File: config.mk
export PLATFORM = sky130hd
export DESIGN_NAME = fcb_fuse_bytes
export DESIGN_NICKNAME = d
export VERILOG_FILES = /design/src/design/fcb_pkg.sv /design/src/design/fcb_fuse_bytes.sv /design/src/design/fcb_fuse_cell.sv
export SDC_FILE = /design/constraint.sdc
export NUM_CORES = 1
export LEC_CHECK = 0
export ABC_AREA = 1
export BUFFER_PORTS_ARGS = -buffer_cell sky130_fd_sc_hd__buf_2
export CAP_MARGIN = 20
export CORE_MARGIN = 4
export CORE_UTILIZATION = 57
export CTS_CLUSTER_DIAMETER = 80
export DETAILED_ROUTE_END_ITERATION = 10
export HOLD_SLACK_MARGIN = 0.15
export PLACE_DENSITY = 0.84
export SYNTH_ARGS = -nofsm -noshare
export SYNTH_HDL_FRONTEND = slang
export SYNTH_SLANG_ARGS = --single-unit
File: constraint.sdc
create_clock -name clk_i -period 1.65 [get_ports clk_i]
set_input_delay 0.165 -clock clk_i [delete_from_list [all_inputs] [get_ports clk_i]]
set_output_delay 0.165 -clock clk_i [all_outputs]
set_load 0.1 [all_outputs]
File: src/design/fcb_pkg.sv
/*
  Constants for the configuration fuse block: byte layout, bit positions,
  reset (delivery) values and the clock-source code.
  Assumes nothing beyond a SystemVerilog compiler.
*/
package fcb_pkg;
  // ----------------------------------------------------------------------
  // Layout.
  // ----------------------------------------------------------------------
  localparam int unsigned FCB_NBYTES = 3;
  localparam logic [1:0]  FCB_SEL_EXT  = 2'h0;
  localparam logic [1:0]  FCB_SEL_HIGH = 2'h1;
  localparam logic [1:0]  FCB_SEL_LOW  = 2'h2;
  // Extended byte.
  localparam int unsigned EXT_STAGE_CTL2_RB   = 7;
  localparam int unsigned EXT_STAGE_CTL2_XOUT = 6;
  localparam int unsigned EXT_STAGE_REDUCED   = 5;
  localparam int unsigned EXT_STAGE_OUT_VAL   = 4;
  localparam int unsigned EXT_STAGE_IN_RB     = 3;
  localparam int unsigned EXT_BROWNOUT_MSB    = 2;
  // High byte.
  localparam int unsigned HI_EXT_RESET_DIS    = 7;
  localparam int unsigned HI_DEBUG_LINK_EN    = 6;
  localparam int unsigned HI_SERIAL_PROG_EN   = 5;
  localparam int unsigned HI_WATCHDOG_ON      = 4;
  localparam int unsigned HI_NVDATA_KEEP      = 3;
  localparam int unsigned HI_BOOT_SIZE_MSB    = 2;
  localparam int unsigned HI_BOOT_SIZE_LSB    = 1;
  localparam int unsigned HI_RESET_VECTOR     = 0;
  // Low byte.
  localparam int unsigned LO_CLOCK_DIV8       = 7;
  localparam int unsigned LO_CLOCK_TO_PIN     = 6;
  localparam int unsigned LO_STARTUP_MSB      = 5;
  localparam int unsigned LO_STARTUP_LSB      = 4;
  localparam int unsigned LO_CLOCK_SRC_MSB    = 3;
  // ----------------------------------------------------------------------
  // Default (delivery) values; a programmed fuse reads as zero.
  // ----------------------------------------------------------------------
  localparam logic [7:0]  FCB_EXT_DEFAULT  = 8'hFD;
  localparam logic [7:0]  FCB_HIGH_DEFAULT = 8'hD9;
  localparam logic [7:0]  FCB_LOW_DEFAULT  = 8'h62;
  localparam logic [3:0]  FCB_CLKSRC_RC8M  = 4'h2;
  localparam logic        FCB_PROGRAMMED   = 1'b0;
endpackage

File: src/design/fcb_fuse_bytes.sv
/*
  Three configuration fuse bytes with a programmer port, and configuration
  latches that capture the fuses while the system reset is held.
  Assumes the programmer port is synchronous to clk_i and that
  sys_reset_i is the device's system reset level, high while in reset.
*/
// Functional notes
// - Three fuse bytes: extended, high, low.
// - Programmed fuse reads zero, unprogrammed one.
// - Extended bits 7..3 stage-controller reset fuses, default one.
// - Extended bits 2..0 brown-out level, default 101.
// - High 7 reset disable, 6 debug, 5 serial.
// - High bit 4 programmed forces watchdog on.
// - High bit 3 programmed keeps nonvolatile data.
// - High 2..1 boot size, bit 0 vector.
// - Low 7 divide by eight, 6 clock out.
// - Low bits 5..4 start-up time, default 10.
// - Low bits 3..0 clock source, default 0010.
// - Chip erase leaves fuses unchanged.
// - Lock bit one programmed blocks fuse changes.
// - Code 0010 selects internal 8 MHz oscillator.
module fcb_fuse_bytes
  import fcb_pkg::*;
(
  // Clock and reset.
  input  wire logic       clk_i,
  input  wire logic       rst_b_i,
  input  wire logic       sys_reset_i,
  // Programmer port.
  input  wire logic       prog_wr_i,
  input  wire logic       prog_erase_i,
  input  wire logic [1:0] prog_sel_i,
  input  wire logic [7:0] prog_wdata_i,
  input  wire logic       serial_mode_i,
  input  wire logic       chip_erase_i,
  input  wire logic       lock_bit_one_i,
  output logic [7:0]      prog_rdata_o,
  output logic            prog_refused_o,
  // Latched configuration.
  output logic            stage_ctl2_reset_behaviour_o,
  output logic            stage_ctl2_extra_out_reset_o,
  output logic            stage_ctl_reduced_reset_o,
  output logic            stage_out_reset_value_o,
  output logic            stage_in_reset_behaviour_o,
  output logic [2:0]      brownout_level_o,
  output logic            ext_reset_disable_o,
  output logic            debug_link_enable_o,
  output logic            serial_prog_enable_o,
  output logic            watchdog_forced_on_o,
  output logic            nvdata_keep_on_erase_o,
  output logic [1:0]      boot_size_o,
  output logic            reset_vector_select_o,
  output logic            clock_div_by_eight_o,
  output logic            clock_to_pin_o,
  output logic [1:0]      startup_time_o,
  output logic [3:0]      clock_source_o,
  output logic            clk_src_rc8m_o,
  output logic            pll_src_rc_o
);
  // ----------------------------------------------------------------------
  // Fuse storage.
  // ----------------------------------------------------------------------
  logic [7:0] fuse_val [FCB_NBYTES];
  logic [7:0] cell_mask [FCB_NBYTES];
  logic [7:0] cell_data;
  logic [FCB_NBYTES-1:0] cell_wr;
  logic       wr_ok;

  localparam logic [7:0] DEFAULTS [FCB_NBYTES] =
    '{FCB_EXT_DEFAULT, FCB_HIGH_DEFAULT, FCB_LOW_DEFAULT};

  // Write is refused under the lock; chip erase never reaches the cells.
  assign wr_ok = (prog_wr_i | prog_erase_i) & ~lock_bit_one_i
               & ~chip_erase_i
               & (prog_sel_i != 2'h3);
  // An erase command returns the selected byte to all ones except, in serial mode, the serial enable bit.
  assign cell_data = prog_erase_i ? 8'hFF : prog_wdata_i;
  assign prog_refused_o = (prog_wr_i | prog_erase_i) & ~wr_ok;

  genvar g;
  generate
    for (g = 0; g < FCB_NBYTES; g++) begin : g_cell
      always_comb begin
        cell_mask[g] = 8'hFF;
        // The serial enable bit is masked off while in serial mode.
        if (g == FCB_SEL_HIGH && serial_mode_i) begin
          cell_mask[g][HI_SERIAL_PROG_EN] = 1'b0;
        end
      end
      assign cell_wr[g] = wr_ok & (prog_sel_i == g);
      fcb_fuse_cell #(.DEFAULT(DEFAULTS[g])) u_cell (
        .clk_i     (clk_i),
        .rst_b_i   (rst_b_i),
        .wr_i      (cell_wr[g]),
        .wr_data_i (cell_data),
        .wr_mask_i (cell_mask[g]),
        .value_o   (fuse_val[g])
      );
    end
  endgenerate

  always_comb begin
    prog_rdata_o = 8'hFF;
    if (prog_sel_i != 2'h3) begin
      prog_rdata_o = fuse_val[prog_sel_i];
    end
  end

  // ----------------------------------------------------------------------
  // Configuration latches: follow fuses in reset, hold afterwards.
  // ----------------------------------------------------------------------
  logic [7:0] ext_q, ext_d, hi_q, hi_d, lo_q, lo_d;

  always_comb begin
    ext_d = ext_q;
    hi_d  = hi_q;
    lo_d  = lo_q;
    if (sys_reset_i) begin
      ext_d = fuse_val[FCB_SEL_EXT];
      hi_d  = fuse_val[FCB_SEL_HIGH];
      lo_d  = fuse_val[FCB_SEL_LOW];
    end
  end

  always_ff @(posedge clk_i or negedge rst_b_i) begin
    if (!rst_b_i) begin
      ext_q <= FCB_EXT_DEFAULT;
      hi_q  <= FCB_HIGH_DEFAULT;
      lo_q  <= FCB_LOW_DEFAULT;
    end else begin
      ext_q <= ext_d;
      hi_q  <= hi_d;
      lo_q  <= lo_d;
    end
  end

  // ----------------------------------------------------------------------
  // Decoded configuration; enables are active when the fuse reads zero.
  // ----------------------------------------------------------------------
  assign stage_ctl2_reset_behaviour_o = ext_q[EXT_STAGE_CTL2_RB];
  assign stage_ctl2_extra_out_reset_o = ext_q[EXT_STAGE_CTL2_XOUT];
  assign stage_ctl_reduced_reset_o    = ext_q[EXT_STAGE_REDUCED];
  assign stage_out_reset_value_o      = ext_q[EXT_STAGE_OUT_VAL];
  assign stage_in_reset_behaviour_o   = ext_q[EXT_STAGE_IN_RB];
  assign brownout_level_o   = ext_q[EXT_BROWNOUT_MSB:0];
  assign ext_reset_disable_o =
    (hi_q[HI_EXT_RESET_DIS] == FCB_PROGRAMMED);
  assign debug_link_enable_o =
    (hi_q[HI_DEBUG_LINK_EN] == FCB_PROGRAMMED);
  assign serial_prog_enable_o =
    (hi_q[HI_SERIAL_PROG_EN] == FCB_PROGRAMMED);
  assign watchdog_forced_on_o =
    (hi_q[HI_WATCHDOG_ON] == FCB_PROGRAMMED);
  assign nvdata_keep_on_erase_o =
    (hi_q[HI_NVDATA_KEEP] == FCB_PROGRAMMED);
  assign boot_size_o = hi_q[HI_BOOT_SIZE_MSB:HI_BOOT_SIZE_LSB];
  assign reset_vector_select_o = hi_q[HI_RESET_VECTOR];
  assign clock_div_by_eight_o =
    (lo_q[LO_CLOCK_DIV8] == FCB_PROGRAMMED);
  assign clock_to_pin_o = (lo_q[LO_CLOCK_TO_PIN] == FCB_PROGRAMMED);
  assign startup_time_o = lo_q[LO_STARTUP_MSB:LO_STARTUP_LSB];
  assign clock_source_o = lo_q[LO_CLOCK_SRC_MSB:0];
  assign clk_src_rc8m_o = (clock_source_o == FCB_CLKSRC_RC8M);
  assign pll_src_rc_o   = clk_src_rc8m_o;
endmodule // fcb_fuse_bytes

File: src/design/fcb_fuse_cell.sv
/*
  One non-volatile fuse byte. A write replaces only the bits set in the mask; the
  programmer's erase-fuse command is a write of all ones, so it also sets only the masked bits.
  Assumes the owner gates every write with the lock and mode checks.
*/
module fcb_fuse_cell
  import fcb_pkg::*;
#(
  parameter logic [7:0] DEFAULT = 8'hFF
) (
  // Clock and reset.
  input  wire logic       clk_i,
  input  wire logic       rst_b_i,
  // Write port.
  input  wire logic       wr_i,
  input  wire logic [7:0] wr_data_i,
  input  wire logic [7:0] wr_mask_i,
  // Stored value.
  output logic [7:0]      value_o
);
  logic [7:0] val_q;
  logic [7:0] val_d;

  // Non-volatile contents survive reset; the asynchronous reset value only
  // models the part as delivered on first power-up of the simulation.
  always_comb begin
    val_d = val_q;
    if (wr_i) begin
      val_d = (val_q & ~wr_mask_i) | (wr_data_i & wr_mask_i);
    end
  end

  always_ff @(posedge clk_i or negedge rst_b_i) begin
    if (!rst_b_i) begin
      val_q <= DEFAULT;
    end else begin
      val_q <= val_d;
    end
  end

  assign value_o = val_q;
endmodule // fcb_fuse_cell

==> out/metrics.yaml <==
port_buffers: 52
vias_per_cell: 5.180
cpMaxStageDelayCell: "dfstp_2"
crit_required_ns: 1.48
relSlewSlack_pct: 62.60
status: "finished, final reports clean"
dp_hpwl_um: 3715
skew_ns: 0.007123
slew_violations: 0
core_sq_um: 3744
utilization_pct: 75.07
hp-class: "in -> reg"
regToRegSetupSlack_ns: 0.76
period_minus_slack_ns: 1.626
placed_cells: 328
multi_input_area_sq_um: 810.8
seq_area_sq_um: 1239
clk_latency_ns: 0.30
row_count: 22
instances_no_fill: 339
yosysSeqAreaShare_pct: 54.94
worstSetupPathType: "reg -> out"
drtIter0Drc: 119
post-route-period-util_pct: 98.54
ys_seq_elements: 48
synth_top_cell_by_area: "dfstp_2"
fmax_mhz: 615.0
start_util_pct: 60.23
critPathArrivalTime_ns: 1.46
nNetsFinal: 308
antenna_found_initial: 0
wl_um: 4896
tns_ns: 0
cts_made_buffers: 5
die_y_um: 70.90
syn_inst: 242
pre_cts_ws_ns: 0.3360
crit_path_cell_trace: "inv_2, o211ai_1, clkbuf_16"
setup_violations: 0
clock_path_buffers: 2
clock_sinks: 48
die_w_um: 70.90
grt_max_degree: 49
top_layer: "met4"
route.met2.wl_um: 2376
crit_family: "flip-flops"
antenna_cells: 0
rsz0062_at_grt: "yes"
grt_pass1_wl_um: 8355
wl_per_cell_um: 14.44
clk_pin_slew_ns: 0.09
worstMarginPinSlew_ns: 0.5610
die-area_sq_um: 5026
crit_path_start_kind: "flop"
path_max_fanout: 3
max-cap-violations: 0
cts-root-buf: "clkbuf_8"
syn_area_per_cell_sq_um: 9.317
routabilityCongestion: 0.9657
yosysTopAreaCellShare_pct: 34.96
track_usage_pct: 21.51
area_growth_pct: 24.64
m1WireLength_um: 1999
antenna_left: 0
power_leakage_uw: 0.001307
vias: 1756
worst_slack_ns: 0.02405
drt_pass1_iterations: 4
pin_count: 53
dr_wl_met3_um: 454
yosysUniqueCellTypes: 23
grt_overflow: 0
cp_slowest_stage_delay_ns: 0.54
n_fill_cell: 276
syn_area_sq_um: 2255
worstSetupEndpointType: "output pin"
ir_drop_mv: 1.131
report.power.total_uw: 4848
grt_pass1_vias: 1667
tritoncts: "yes"
yosysWarningCount: 0
drive_gt1_share_pct: 46.05
drc: 0
hold_viol_final: 0
synth_area_leaders: "dfstp_2, dfrtp_1, nand2_1"
critPathBufInv: 2
power_density_nw_per_um2: 1725
h-tree-depth: 2
synthesis.nets: 260
## worst reg2reg max path: stages, from the launching register on
cell and delay, ns:
dfstp_2 0.54, inv_2 0.05, buf_4 0.12, a21oi_1 0.12
## cell usage in the layout (no fill, tap or decap), types with 2 or more instances in the layout
master         count
nand4_1            2
nor2_4             4
nor2_1            10
o211ai_1           8
inv_1             21
inv_2              8
nand2_2            5
o21ai_0           19
buf_2             42
buf_12             9
o21ai_1            9
nor2_2             2
dfstp_2           30
nand3_1            8
mux2_2             8
buf_4              4
dlygate4sd3_1      2
a21oi_1            8
clkbuf_8           7
nand2_1           52
or2_2              8
o21ai_2            3
dfrtp_1           18
## where the power goes
group,switching (uW),internal [uW]
clock,381,535
combinational,1720,468
sequential,179,1560
total,2280,2560
## cell families after synthesis
kind of cell | Yosys count | share of synthesized area [%]
AND/OR/NAND/NOR | 92 | 19.09
AO/OA/AOI/OAI | 48 | 12.04
flip-flops | 48 | 54.94
buffers and inverters | 46 | 9.933
multiplexers | 8 | 3.996
## state kept, by name, indices dropped and copies added (netlist names), named ones only
| register | count |
|---|---|
| ext_q | 8 |
| g_cell.u_cell.value_o | 23 |
| lo_q | 8 |
| hi_q | 8 |
## through the flow
stage | hold WS [ns] | cell area, sq um
finish | 0.2008 | 2810
global route | 0.2063 | 2810
CTS | 0.1952 | 2798
detailed placement | 0.2874 | 2651
global placement | 0.2820 | 2651
floorplan | -0.1306 | 2277
## layout make-up
type | instances | share of cell area [%]
Inverter | 29 | 3.874
Clock inverter | 1 | 1.069
Tap cell | 48 | 2.137
Clock buffer | 7 | 3.428
Sequential cell | 48 | 44.08
Multi-Input combinational cell | 148 | 28.85
Timing Repair Buffer | 58 | 16.56
## cells in the mapped netlist, drive strengths merged
library cell / number
a21oi: 9
buf: 13
clkbuf: 4
dfrtp: 18
dfstp: 30
inv: 29
mux2: 8
nand2: 57
nand3: 8
nand4: 2
nor2: 16
nor4: 1
o211ai: 8
o21ai: 31
or2: 8
## per-layer routing
metal,vias to the layer above,global-route usage [%]
met1,810,28.72
met3,7,5.966
li1,863,-
met5,-,0
met4,0,6.889
met2,76,34.19
## path summary, 6_finish.rpt
kind,start,end,depth (start not counted)
worst max-delay path,g_cell[1].u_cell.value_o[0],prog_rdata_o[0],3
worst max register to register,g_cell[1].u_cell.value_o[0],hi_q[0],3
worst min register to register,hi_q[3],hi_q[3],2
min in group asynchronous,rst_b_i,hi_q[1],3
max in group asynchronous,rst_b_i,hi_q[7],3
worst min-delay path,prog_wdata_i[1],g_cell[0].u_cell.value_o[1],4
## timing repair
action,CTS,global route
gates resized for setup,0,2
hold endpoints to repair,19,0
buffers inserted,0,1
setup endpoints to repair,0,1
hold buffers,2,0
No activity file was read; power rests on OpenSTA's default activity.
